File: config.mk
export PLATFORM = sky130hd
export DESIGN_NAME = pmc_ctrl_regs
export DESIGN_NICKNAME = d
export VERILOG_FILES = /design/src/verilog/pmc_pkg.sv /design/src/verilog/pmc_key_if.sv /design/src/verilog/pmc_key_check.sv /design/src/verilog/pmc_ctrl_regs.sv
export SDC_FILE = /design/constraint.sdc
export NUM_CORES = 1
export LEC_CHECK = 0
export ABC_CLOCK_PERIOD_IN_PS = 1000
export BUFFER_PORTS_ARGS = -buffer_cell sky130_fd_sc_hd__buf_2
export CAP_MARGIN = 20
export CORE_MARGIN = 2
export CORE_UTILIZATION = 40
export CTS_BUF_LIST = sky130_fd_sc_hd__clkbuf_8
export DETAILED_ROUTE_END_ITERATION = 12
export PLACE_DENSITY = 0.75
export SETUP_SLACK_MARGIN = 0.1
export SLEW_MARGIN = 30
export SYNTH_ARGS = -nofsm -noshare
export SYNTH_HDL_FRONTEND = slang
export SYNTH_HIERARCHICAL = 1
export SYNTH_SLANG_ARGS = --single-unit
File: constraint.sdc
create_clock -name clk_i -period 1 [get_ports clk_i]
set_input_delay 0.15 -clock clk_i [delete_from_list [all_inputs] [get_ports clk_i]]
set_output_delay 0.15 -clock clk_i [all_outputs]
set_load 0.02 [all_outputs]
File: src/verilog/pmc_pkg.sv
package pmc_pkg;

    // ----------------------------------------------------------------
    // Register map
    // ----------------------------------------------------------------
    localparam int ADDR_W = 8;
    localparam int DATA_W = 8;

    localparam logic [7:0] FEATURE_ENABLE_OFS = 8'h00;
    localparam logic [7:0] SOFTWARE_RESET_OFS = 8'h01;
    localparam logic [7:0] POWER_OFF_KEY_OFS = 8'h02;

    // ----------------------------------------------------------------
    // Feature enable field positions
    // ----------------------------------------------------------------
    localparam int TIMEKEEPER_ENABLE_BIT = 6;
    localparam int BACKUP_CELL_CHARGE_ENABLE_BIT = 5;
    localparam int BACKUP_VOLTAGE_COMPARE_ENABLE_BIT = 4;
    localparam int WATCHDOG_ENABLE_BIT = 3;
    localparam int WATCHDOG_EXPIRY_POWERDOWN_ENABLE_BIT = 2;
    localparam int WATCHDOG_EXPIRY_RESET_ENABLE_BIT = 1;
    localparam int COLD_RESET_FAULT_POWERDOWN_ENABLE_BIT = 0;

    // Bit 7 is not described and is kept as a plain storage bit.
    localparam logic [7:0] FEATURE_ENABLE_RESET = 8'h00;
    localparam logic [7:0] FEATURE_ENABLE_MASK = 8'hff;

    // ----------------------------------------------------------------
    // Software reset fields
    // ----------------------------------------------------------------
    localparam logic [7:0] SOFTWARE_RESET_RESET = 8'h00;
    localparam logic [7:0] SOFTWARE_RESET_MASK = 8'h03;

    // ----------------------------------------------------------------
    // Power-off key
    // ----------------------------------------------------------------
    localparam logic [7:0] POWER_OFF_KEY_VALUE = 8'ha8;
    localparam logic [7:0] UNMAPPED_READ_VALUE = 8'h00;

endpackage : pmc_pkg

File: src/verilog/pmc_key_if.sv
interface pmc_key_if;
    logic write_strobe;
    logic [7:0] write_data;
    logic [7:0] key_value;
    logic power_off_start;

    modport regs
    (
        output write_strobe,
        output write_data,
        input key_value,
        input power_off_start
    );

    modport checker_side
    (
        input write_strobe,
        input write_data,
        output key_value,
        output power_off_start
    );
endinterface : pmc_key_if

File: src/verilog/pmc_key_check.sv
module pmc_key_check
(
    input wire logic clk_i,
    input wire logic rst_i,
    pmc_key_if.checker_side key
);

    // ----------------------------------------------------------------
    // Key compare
    // ----------------------------------------------------------------
    logic start_q;
    logic start_d;

    // The stored value never changes; the written byte is still compared.
    assign key.key_value = pmc_pkg::POWER_OFF_KEY_VALUE;

    always_comb
    begin
        start_d = key.write_strobe && (key.write_data == pmc_pkg::POWER_OFF_KEY_VALUE);
    end

    always_ff @(posedge clk_i or posedge rst_i)
    begin
        if (rst_i)
        begin
            start_q <= 1'b0;
        end
        else
        begin
            start_q <= start_d;
        end
    end

    assign key.power_off_start = start_q;

endmodule // pmc_key_check

File: src/verilog/pmc_ctrl_regs.sv
// Functional notes
// - Enable bit 6 turns the timekeeper on, resets to 0 and is held on backup supply.
// - Enable bit 5 turns the backup-cell charger on, resets to 0 and is never nonvolatile.
// - Enable bit 4 switches the backup voltage comparator on with 1 and off with 0.
// - The watchdog runs only while enable bit 3 is 1, which is 0 after reset.
// - Watchdog expiry raises a reset only while enable bit 1 is 1.
// - Watchdog expiry with bit 2, or cold-reset assertion with bit 0, starts power-down.
// - The power-off key always reads 10101000; writes do not change it but are inspected.
// - Writing the power-off key with exactly its read value starts the power-off sequence.
module pmc_ctrl_regs
(
    input wire logic clk_i,
    input wire logic rst_i,
    input wire logic [7:0] reg_addr_i,
    input wire logic reg_wr_i,
    input wire logic [7:0] reg_wdata_i,
    input wire logic reg_rd_i,
    output logic [7:0] reg_rdata_o,
    output logic reg_rvalid_o,
    input wire logic watchdog_expired_i,
    input wire logic cold_reset_input_n,
    output logic timekeeper_enable_o,
    output logic backup_cell_charge_enable_o,
    output logic backup_voltage_compare_enable_o,
    output logic watchdog_enable_o,
    output logic [1:0] software_reset_o,
    output logic watchdog_reset_o,
    output logic powerdown_start_o,
    output logic power_off_start_o
);

    // ----------------------------------------------------------------
    // Address decode
    // ----------------------------------------------------------------
    function automatic logic hit(input logic [7:0] addr, input logic [7:0] ofs);
        hit = (addr == ofs);
    endfunction

    // ----------------------------------------------------------------
    // Power-off key
    // ----------------------------------------------------------------
    // Every write to the key offset is handed over for comparison and never stored.
    pmc_key_if key ();

    pmc_key_check u_pmc_key_check
    (
        .clk_i(clk_i),
        .rst_i(rst_i),
        .key(key)
    );

    assign key.write_strobe = reg_wr_i && hit(reg_addr_i, pmc_pkg::POWER_OFF_KEY_OFS);
    assign key.write_data = reg_wdata_i;

    // ----------------------------------------------------------------
    // Register state
    // ----------------------------------------------------------------
    logic [7:0] enable_q;
    logic [7:0] enable_d;
    logic [7:0] swrst_q;
    logic [7:0] swrst_d;
    logic [7:0] rdata_q;
    logic [7:0] rdata_d;
    logic rvalid_q;
    logic rvalid_d;

    always_comb
    begin
        enable_d = enable_q;
        swrst_d = swrst_q;
        if (reg_wr_i)
        begin
            if (hit(reg_addr_i, pmc_pkg::FEATURE_ENABLE_OFS))
            begin
                enable_d = reg_wdata_i & pmc_pkg::FEATURE_ENABLE_MASK;
            end
            else if (hit(reg_addr_i, pmc_pkg::SOFTWARE_RESET_OFS))
            begin
                swrst_d = reg_wdata_i & pmc_pkg::SOFTWARE_RESET_MASK;
            end
        end
    end

    // All enable bits clear at power-on reset, so every feature starts off.
    always_ff @(posedge clk_i or posedge rst_i)
    begin
        if (rst_i)
        begin
            enable_q <= pmc_pkg::FEATURE_ENABLE_RESET;
            swrst_q <= pmc_pkg::SOFTWARE_RESET_RESET;
        end
        else
        begin
            enable_q <= enable_d;
            swrst_q <= swrst_d;
        end
    end

    // ----------------------------------------------------------------
    // Read path
    // ----------------------------------------------------------------
    // A read and a write in the same cycle both act; the read returns the old value.
    always_comb
    begin
        rvalid_d = reg_rd_i;
        rdata_d = rdata_q;
        if (reg_rd_i)
        begin
            if (hit(reg_addr_i, pmc_pkg::FEATURE_ENABLE_OFS))
            begin
                rdata_d = enable_q;
            end
            else if (hit(reg_addr_i, pmc_pkg::SOFTWARE_RESET_OFS))
            begin
                rdata_d = swrst_q;
            end
            else if (hit(reg_addr_i, pmc_pkg::POWER_OFF_KEY_OFS))
            begin
                rdata_d = key.key_value;
            end
            else
            begin
                rdata_d = pmc_pkg::UNMAPPED_READ_VALUE;
            end
        end
    end

    always_ff @(posedge clk_i or posedge rst_i)
    begin
        if (rst_i)
        begin
            rdata_q <= pmc_pkg::UNMAPPED_READ_VALUE;
            rvalid_q <= 1'b0;
        end
        else
        begin
            rdata_q <= rdata_d;
            rvalid_q <= rvalid_d;
        end
    end

    // ----------------------------------------------------------------
    // Event outputs
    // ----------------------------------------------------------------
    logic cold_n_q;
    logic cold_n_d;
    logic wd_reset_q;
    logic wd_reset_d;
    logic pd_q;
    logic pd_d;
    logic cold_assert;
    logic wd_expiry;

    // The expiry input is ignored unless the watchdog is running.
    assign wd_expiry = watchdog_expired_i && enable_q[pmc_pkg::WATCHDOG_ENABLE_BIT];
    assign cold_assert = cold_n_q && !cold_reset_input_n;

    // ----------------------------------------------------------------
    // Cold-reset edge detect
    // ----------------------------------------------------------------
    // The history resets to the idle high level, so an input already low when reset releases counts as an assertion.
    always_comb
    begin
        cold_n_d = cold_reset_input_n;
    end

    always_ff @(posedge clk_i or posedge rst_i)
    begin
        if (rst_i)
        begin
            cold_n_q <= 1'b1;
        end
        else
        begin
            cold_n_q <= cold_n_d;
        end
    end

    // ----------------------------------------------------------------
    // Event requests
    // ----------------------------------------------------------------
    always_comb
    begin
        wd_reset_d = wd_expiry
            && enable_q[pmc_pkg::WATCHDOG_EXPIRY_RESET_ENABLE_BIT];
        pd_d = (wd_expiry && enable_q[pmc_pkg::WATCHDOG_EXPIRY_POWERDOWN_ENABLE_BIT])
            || (cold_assert
            && enable_q[pmc_pkg::COLD_RESET_FAULT_POWERDOWN_ENABLE_BIT]);
    end

    always_ff @(posedge clk_i or posedge rst_i)
    begin
        if (rst_i)
        begin
            wd_reset_q <= 1'b0;
            pd_q <= 1'b0;
        end
        else
        begin
            wd_reset_q <= wd_reset_d;
            pd_q <= pd_d;
        end
    end

    // ----------------------------------------------------------------
    // Outputs
    // ----------------------------------------------------------------
    assign reg_rdata_o = rdata_q;
    assign reg_rvalid_o = rvalid_q;
    assign timekeeper_enable_o = enable_q[pmc_pkg::TIMEKEEPER_ENABLE_BIT];
    assign backup_cell_charge_enable_o =
        enable_q[pmc_pkg::BACKUP_CELL_CHARGE_ENABLE_BIT];
    assign backup_voltage_compare_enable_o =
        enable_q[pmc_pkg::BACKUP_VOLTAGE_COMPARE_ENABLE_BIT];
    assign watchdog_enable_o = enable_q[pmc_pkg::WATCHDOG_ENABLE_BIT];
    assign software_reset_o = swrst_q[1:0];
    assign watchdog_reset_o = wd_reset_q;
    assign powerdown_start_o = pd_q;
    assign power_off_start_o = key.power_off_start;

endmodule // pmc_ctrl_regs

==> flow_summary.ini, run 1 <==
[placement]
dpl_cell_area_um2 = 1450
placedCellCount = 175
dp_hpwl_um = 2030
finalWeightedCongestion = 0.860
numPortBuffers = 39

[yosys]
synthDominantCellAreaShare_pct = 49.4
synth_area_leaders = sky130_fd_sc_hd__dfrtp_1 49%, sky130_fd_sc_hd__mux2_2 8.1%, sky130_fd_sc_hd__a221o_1 5.4%, sky130_fd_sc_hd__buf_4 5.4%, sky130_fd_sc_hd__nor3_1 2.7%
synth_most_common_cell = sky130_fd_sc_hd__dfrtp_1
synthFlopType = sky130_fd_sc_hd__dfrtp_1
synthDistinctLibCells = 27
synth_largest_area_cell = sky130_fd_sc_hd__dfrtp_1
synth.ff_latch_count = 23
synth-edff-count = 0
post_synth_instance_area_um2 = 1110
syn_area_per_cell_um2 = 11.8
part_of_the_yosys_area_used_for_sequential_elements_pct = 51.8
ys_warn_count = 6
synth-async-reset-ratio_pct = 100
synth.top_cells.by_count = 22 x sky130_fd_sc_hd__dfrtp_1, 8 x sky130_fd_sc_hd__buf_4, 8 x sky130_fd_sc_hd__mux2_2
synthesis.instances = 94

[sta]
finalClockSkew_ps = 1.14
setup_ws_ps = -388
max_freq_ghz = 0.720
final_period_minus_worst_setup_slack_ps = 1390
fin_tns_setup_ps = -3280
hold_viol_final = 0
setup_viol = 20
layout_worst_path_cycle_share_pct = 139
grt_setup_unrepaired = true
slew_violations = 0

[final_layout]
final_layout_size_suffix_gt1_share_pct = 61.6
synthToLayoutAreaGrowth_pct = 64.3
design.final.nets = 182
post-route-cell-area_um2 = 1830
instances_no_fill = 190
seq_area_um2 = 577
num-fill-cells = 198
multi_input_area_um2 = 597
antennaDiodeCount = 0

[setup_path]
crit_path_cell_trace = buf_6 -> or4_4 -> or4_4 -> mux2_4
critPathLaunchType = input pin
reg2reg_setup_slack_ps = -80
critPathSlowestCell = sky130_fd_sc_hd__or4_4
cpPeakStageDelay_ps = 540
crit_top_cell = sky130_fd_sc_hd__or4_4
critPathKind = input pin to register
timing.critical_path.required_ps = 1150
crit_path_end = swrst_q[0]$_DFFE_PP0P_
crit_cells = 4
critPathMaxFanout = 2
worst-r2r-cell-count = 3
critPathLaunch = reg_addr_i[6]
worst_ep_arrival_time_ps = 1540
critPathBufInv = 1
worstReg2RegEnd = reg_rdata_o[3]$_DFFE_PP0P_
crit_family = simple AND/OR/NAND/NOR gates
crit_path_end_kind = register
worst_r2r_start = enable_q[3]$_DFFE_PP0P_

[route]
detail_route.wl_per_cell_um = 15.1
drtPass1Iterations = 4
drt.antenna.violating_nets = 0
avgViaCountPerCell = 5.12
totalWireLength_um = 2860
drt-initial-drc-count = 14
num_vias = 972
drc = 0

[floorplanning]
core.rowCount = 19
design.die.area_um2 = 3220
floorplan.initialDensity_pct = 41.1
fp.coreArea_um2 = 2710
die_y_um = 56.8
die_w_um = 56.8
io_pins = 40

[power_and_ir_drop]
power.net_switching_uw = 465
p_clk_share_pct = 30.2
power_leakage_nw = 0.888
sequentialPowerShare_pct = 52.5
power_density_nw_per_um2 = 1020
ir_drop_uv = 773
power_report.internal_total_mw = 1.40
switching_fraction_pct = 24.9
comb_power_share_pct = 17.4
total_power_mw = 1.86

[global_route]
vias_in_the_first_global_route = 1002
grt_antenna_before_repair = 0
globalRouteOverflowTotal = 0
grt_first_pass_wirelength_um = 4710
track_usage_pct = 19.1
maximum_number_of_pins_on_one_net_before_global_route_repair = 23

[clock_network]
clock-sinks = 23
ctsRootBufferMaster = sky130_fd_sc_hd__clkbuf_8
tritoncts = done
cts-root-to-sink-buffers = 2
clk_latency_ps = 260
htree_num_levels = 1
cts_bufs_inserted = 3
path_clk_slew_ps = 80

[run]
max-cap-violations = 0

[worst_hold_path]
min-delay-path-class = input pin to register

[outcome]
failed_checks = setup timing
result_of_the_run = complete, but fails checks
-- layout make-up --
cell class                      instances  area share (%)
Clock buffer                            3            2.26
Clock inverter                          1           0.205
Multi-Input combinational cell         62            32.6
Sequential cell                        23            31.5
Tap cell                               31            2.12
Inverter                                4           0.821
Timing Repair Buffer                   66            30.4
-- repair_timing --
action	CTS	global route
buffers inserted	9	0
endpoints found under the setup margin	37	39
endpoints found under the hold margin	23	0
resized for setup	55	7
pin swaps	8	3
hold buffers	2	0
-- sequential cells by signal, indices dropped and copies added, names as in the netlist --
| register | count |
|---|---|
| reg_rvalid_o | 1 |
| cold_n_q | 1 |
| swrst_q | 2 |
| enable_q | 8 |
| reg_rdata_o | 8 |
| watchdog_reset_o | 1 |
| u_pmc_key_check/key.power_off_start | 1 |
| powerdown_start_o | 1 |
-- power by group through the flow --
stage	sequential, mW	clock, mW	combinational (mW)
after floorplan	1.01	0	0.104
after detailed placement	0.992	0	0.242
after global placement	0.991	0	0.238
after CTS	0.977	0.582	0.310
after global routing	0.982	0.622	0.348
final	0.977	0.562	0.323
-- worst min-delay path by stage --
stage	startpoint	endpoint	slack [ps]	cells past startpoint
2_1_floorplan	rst_i	u_pmc_key_check/key.power_off_start$_DFF_PP0_	-120	1
3_3_place_gp	rst_i	u_pmc_key_check/key.power_off_start$_DFF_PP0_	-3	2
3_5_place_dp	rst_i	u_pmc_key_check/key.power_off_start$_DFF_PP0_	-3	2
4_1_cts	reg_rd_i	reg_rvalid_o$_DFF_PP0_	40	1
5_1_grt	reg_rd_i	reg_rvalid_o$_DFF_PP0_	40	1
6_report	reg_rd_i	reg_rvalid_o$_DFF_PP0_	50	1
-- cell families (layout without fill, tap and decap cells) --
family	after synthesis	in the layout	synth area share [%]
AOI/OAI and AO/OA	10	10	8.54
DFF	23	23	51.8
muxes	10	10	10.8
other	2	8	0.674
buffers and inverters	15	74	8.43
and+or+nand+nor	34	34	19.8
-- stage by stage --
step / setup WS (ps) / utilization [%] / hold slack, ps
6_report: -388 / 67.5 / 47.0
5_1_grt: -396 / 67.5 / 42.2
4_1_cts: -381 / 66.3 / 43.9
3_5_place_dp: -744 / 53.5 / -2.81
3_3_place_gp: -722 / 53.5 / -3.49
2_1_floorplan: -722 / - / -121
-- per-layer routing --
metal	wire length [um]	global-route usage, %
met4	10	4.32
met3	91	3.46
met2	1510	33.2
met1	1250	24.7
met5	0	0
-- layout by cell type, fill, tap and decap left out, types with 2 or more instances in the layout --
cell type,count
sky130_fd_sc_hd__buf_4,19
sky130_fd_sc_hd__nor4_4,4
sky130_fd_sc_hd__buf_2,18
sky130_fd_sc_hd__nand2_1,5
sky130_fd_sc_hd__mux2_4,4
sky130_fd_sc_hd__clkbuf_8,3
sky130_fd_sc_hd__conb_1,8
sky130_fd_sc_hd__nand3b_1,3
sky130_fd_sc_hd__nand2b_1,2
sky130_fd_sc_hd__nor3_2,5
sky130_fd_sc_hd__buf_6,27
sky130_fd_sc_hd__o221ai_1,2
sky130_fd_sc_hd__mux2_2,6
sky130_fd_sc_hd__nor2b_1,2
sky130_fd_sc_hd__dfrtp_1,22
sky130_fd_sc_hd__inv_1,4
sky130_fd_sc_hd__o2bb2ai_2,2
sky130_fd_sc_hd__a221o_1,6
sky130_fd_sc_hd__or4_4,4
sky130_fd_sc_hd__dlygate4sd3_1,2
Note: power is estimated with default switching activity, not from simulation.
==> run 2, diff against run 1 <==
--- a/config.mk
+++ b/config.mk
@@ -13,7 +13,8 @@
 export CTS_BUF_LIST = sky130_fd_sc_hd__clkbuf_8
 export DETAILED_ROUTE_END_ITERATION = 12
 export PLACE_DENSITY = 0.75
-export SETUP_SLACK_MARGIN = 0.1
+export SETUP_SLACK_MARGIN = 0.4
+export SKIP_CTS_REPAIR_TIMING = 1
 export SLEW_MARGIN = 30
 export SYNTH_ARGS = -nofsm -noshare
 export SYNTH_HDL_FRONTEND = slang
==> flow_summary.ini, run 2 (synthesis gave the netlist of run 1 again) <==
[outcome]
result_of_the_run = complete, but fails checks
failed_checks = hold timing, setup timing

[floorplanning]
die_w_um = 56.8
core.rowCount = 19
die_y_um = 56.8
design.die.area_um2 = 3220
floorplan.initialDensity_pct = 41.1
fp.coreArea_um2 = 2710
io_pins = 40

[final_layout]
multi_input_area_um2 = 569
final_layout_size_suffix_gt1_share_pct = 60.5
commonest_non_fill_non_tap_cells_in_the_layout = 25 x sky130_fd_sc_hd__buf_6, 21 x sky130_fd_sc_hd__dfrtp_1, 19 x sky130_fd_sc_hd__buf_4, 18 x sky130_fd_sc_hd__buf_2, 8 x sky130_fd_sc_hd__conb_1
seq_area_um2 = 578
layout_commonest_cell = sky130_fd_sc_hd__buf_6
design.final.nets = 180
synthToLayoutAreaGrowth_pct = 60.9
antennaDiodeCount = 0
num-fill-cells = 209

[setup_path]
crit_top_cell = sky130_fd_sc_hd__or4_4
critPathKind = input pin to register
crit_path_cell_trace = buf_6 -> or4_4 -> or4_4 -> mux2_4
critPathLaunchType = input pin
timing.critical_path.required_ps = 1150
crit_path_end_kind = register
cpPeakStageDelay_ps = 550
critPathBufInv = 1
critPathMaxFanout = 2
worst_ep_arrival_time_ps = 1550
critPathSlowestCell = sky130_fd_sc_hd__or4_4
crit_family = simple AND/OR/NAND/NOR gates

[placement]
dp_hpwl_um = 2120
finalWeightedCongestion = 0.911
place_worst_setup_slack_ps = -772
numPortBuffers = 39

[power_and_ir_drop]
power_density_nw_per_um2 = 1040
power_report.internal_total_mw = 1.40
power_leakage_nw = 0.874
p_clk_share_pct = 30.5
comb_power_share_pct = 16.7
sequentialPowerShare_pct = 52.7
power.net_switching_uw = 459
switching_fraction_pct = 24.7
ir_drop_uv = 1620

[worst_hold_path]
min-delay-path-class = input pin to register

[clock_network]
cts_bufs_inserted = 3
clock-sinks = 23
ctsRootBufferMaster = sky130_fd_sc_hd__clkbuf_8
clk_latency_ps = 260
htree_num_levels = 1
path_clk_slew_ps = 80
tritoncts = done
cts-root-to-sink-buffers = 2

[global_route]
track_usage_pct = 17.7
maximum_number_of_pins_on_one_net_before_global_route_repair = 23
vias_in_the_first_global_route = 952
grt_antenna_before_repair = 0
grt_first_pass_wirelength_um = 4430
globalRouteOverflowTotal = 0

[run]
max-cap-violations = 0

[sta]
grt_setup_unrepaired = true
hold_viol_final = 1
layout_worst_path_cycle_share_pct = 140
setup_ws_ps = -403
finalClockSkew_ps = 5.53
fin_tns_setup_ps = -3300
fin_hold_ws_ps = -16.7
max_freq_ghz = 0.713
setup_viol = 20
final_period_minus_worst_setup_slack_ps = 1400
slew_violations = 0

[route]
num_vias = 946
drc = 0
detail_route.wl_per_cell_um = 14.8
drt-initial-drc-count = 19
drtPass1Iterations = 4
totalWireLength_um = 2790
drt.antenna.violating_nets = 0
avgViaCountPerCell = 5.03
[run 2: final timing paths]
| path | from | endpoint | slack, ps | cells past startpoint |
|---|---|---|---|---|
| worst max-delay path | reg_addr_i[6] | swrst_q[1]$_DFFE_PP0P_ | -400 | 4 |
| worst min-delay path | cold_reset_input_n | cold_n_q$_DFF_PP1_ | -20 | 1 |
| worst max register to register | enable_q[3]$_DFFE_PP0P_ | reg_rdata_o[3]$_DFFE_PP0P_ | -110 | 3 |
| worst min register to register | cold_n_q$_DFF_PP1_ | powerdown_start_o$_DFF_PP0_ | 510 | 2 |
| max in group asynchronous | rst_i | cold_n_q$_DFF_PP1_ | 240 | 4 |
| min in group asynchronous | rst_i | u_pmc_key_check/key.power_off_start$_DFF_PP0_ | 290 | 3 |
[run 2: area by class of cell]
class                      instances  share of cell area (%)
clock buffer                       3                    2.30
clock inverter                     1                   0.279
inverter                           4                   0.838
timing repair buffer              64                    30.4
multi-input combinational         62                    31.8
sequential                        23                    32.3
tap                               31                    2.16
[run 2: metrics by stage]
stage	utilization, %	area [um^2]	power (mW)	instances
global route	66.1	1790	1.93	188
floorplan	-	1180	1.11	100
CTS	55.9	1520	1.81	179
detailed placement	54.2	1470	1.24	175
finish	66.1	1790	1.86	188
global placement	54.2	1470	1.24	175
[run 2: worst reg2reg max path, stage by stage (launching register included)]
cell and delay (ps):
sky130_fd_sc_hd__dfrtp_2 410, sky130_fd_sc_hd__buf_4 130, sky130_fd_sc_hd__and4_1 170, sky130_fd_sc_hd__a221o_1 270
[run 2: power by group through the flow]
| stage | Clock [mW] | Sequential, mW | Combinational [mW] |
|---|---|---|---|
| 2_1_floorplan | 0 | 1.01 | 0.104 |
| 3_3_place_gp | 0 | 0.992 | 0.244 |
| 3_5_place_dp | 0 | 0.993 | 0.251 |
| 4_1_cts | 0.581 | 0.975 | 0.252 |
| 5_1_grt | 0.613 | 0.982 | 0.336 |
| 6_report | 0.566 | 0.979 | 0.311 |
[run 2: layer usage]
layer / track usage [%] / wire length (um) / up-vias
met2: 30.2 / 1420 / 31
met1: 22.0 / 1180 / 451
met5: 0 / 0 / -
met4: 3.65 / 31 / 0
li1: - / - / 460
met3: 5.76 / 146 / 4
==> run 3, diff against run 2 <==
--- a/config.mk
+++ b/config.mk
@@ -13,7 +13,7 @@
 export CTS_BUF_LIST = sky130_fd_sc_hd__clkbuf_8
 export DETAILED_ROUTE_END_ITERATION = 12
 export PLACE_DENSITY = 0.75
-export SETUP_SLACK_MARGIN = 0.4
+export SETUP_SLACK_MARGIN = 0.1
 export SKIP_CTS_REPAIR_TIMING = 1
 export SLEW_MARGIN = 30
 export SYNTH_ARGS = -nofsm -noshare
==> flow_summary.ini, run 3 (synthesis gave the netlist of run 1 again) <==
[route]
drt.antenna.violating_nets = 0
num_vias = 974
detail_route.wl_per_cell_um = 15.6
totalWireLength_um = 2960
drt-initial-drc-count = 19
avgViaCountPerCell = 5.13
drtPass1Iterations = 4
drc = 0

[global_route]
maximum_number_of_pins_on_one_net_before_global_route_repair = 23
track_usage_pct = 16.9
grt_first_pass_wirelength_um = 4170
vias_in_the_first_global_route = 897
globalRouteOverflowTotal = 0
grt_antenna_before_repair = 0

[sta]
layout_worst_path_cycle_share_pct = 139
grt_setup_unrepaired = true
fin_tns_setup_ps = -3400
slew_violations = 0
final_period_minus_worst_setup_slack_ps = 1390
setup_viol = 20
max_freq_ghz = 0.719
hold_viol_final = 0
finalClockSkew_ps = 3.50
setup_ws_ps = -390

[placement]
placedCellCount = 175
dpl_cell_area_um2 = 1450
dp_hpwl_um = 2030
finalWeightedCongestion = 0.860
numPortBuffers = 39
place_worst_setup_slack_ps = -744

[clock_network]
clk_latency_ps = 260
clock-sinks = 23
cts_bufs_inserted = 3
ctsRootBufferMaster = sky130_fd_sc_hd__clkbuf_8
cts-root-to-sink-buffers = 2
htree_num_levels = 1
path_clk_slew_ps = 80
tritoncts = done

[power_and_ir_drop]
power_density_nw_per_um2 = 1020
ir_drop_uv = 763
power_leakage_nw = 0.908

[floorplanning]
floorplan.initialDensity_pct = 41.1
die_y_um = 56.8
design.die.area_um2 = 3220
fp.coreArea_um2 = 2710
die_w_um = 56.8
core.rowCount = 19
io_pins = 40

[final_layout]
instances_no_fill = 190
antennaDiodeCount = 0
post-route-cell-area_um2 = 1820
post-route-util_pct = 67.2
layout_commonest_cell = sky130_fd_sc_hd__buf_6
commonest_non_fill_non_tap_cells_in_the_layout = 26 x sky130_fd_sc_hd__buf_6, 22 x sky130_fd_sc_hd__dfrtp_1, 20 x sky130_fd_sc_hd__buf_4, 18 x sky130_fd_sc_hd__buf_2, 8 x sky130_fd_sc_hd__conb_1
final_layout_size_suffix_gt1_share_pct = 61.0
design.final.nets = 182
synthToLayoutAreaGrowth_pct = 63.5

[outcome]
result_of_the_run = complete, but fails checks
failed_checks = setup timing

[run]
max-cap-violations = 0

[setup_path]
crit_path_end_kind = register
critPathLaunchType = input pin
critPathMaxFanout = 2
timing.critical_path.required_ps = 1150
worst_ep_arrival_time_ps = 1540
critPathKind = input pin to register

[worst_hold_path]
min-delay-path-class = input pin to register
==> run 3: layer usage <==
| layer | share of wire (%) | GRT usage [%] |
|---|---|---|
| met1 | 43 | 21.7 |
| met2 | 52 | 29.1 |
| met3 | 4.0 | 3.46 |
| met4 | 0.41 | 3.99 |
| met5 | 0 | 0 |
==> run 3: worst paths after layout <==
kind	startpoint	end	slack, ps	cells after the start
worst min-delay path	reg_rd_i	reg_rvalid_o$_DFF_PP0_	50	1
min in group asynchronous	rst_i	u_pmc_key_check/key.power_off_start$_DFF_PP0_	270	3
worst max register to register	enable_q[3]$_DFFE_PP0P_	reg_rdata_o[3]$_DFFE_PP0P_	-90	3
max in group asynchronous	rst_i	cold_n_q$_DFF_PP1_	240	4
worst max-delay path	reg_addr_i[6]	swrst_q[1]$_DFFE_PP0P_	-390	4
worst min register to register	enable_q[7]$_DFFE_PP0P_	enable_q[7]$_DFFE_PP0P_	510	1
==> run 3: per-stage QoR <==
stage	power [mW]	hold WS, ps
final	1.86	46.9
after global routing	1.95	47.1
after CTS	1.80	-289
after detailed placement	1.23	-2.81
after global placement	1.23	-3.49
after floorplan	1.11	-121
==> run 3: final cells by class <==
cell class | count | area, um^2
Multi-Input combinational cell | 62 | 592
Tap cell | 31 | 38.8
Clock buffer | 3 | 41.3
Inverter | 4 | 15.0
Timing Repair Buffer | 66 | 553
Sequential cell | 23 | 577
Clock inverter | 1 | 3.75
Fill cell | 205 | 890
==> run 3: critical path, stage by stage <==
cell	delay (ps)
sky130_fd_sc_hd__buf_6	90
sky130_fd_sc_hd__or4_4	540
sky130_fd_sc_hd__or4_4	450
sky130_fd_sc_hd__mux2_4	310
==> run 3: report_power, final <==
group	internal (mW)	switching [mW]
clock network	0.274	0.288
registers	0.956	0.0219
logic	0.162	0.154
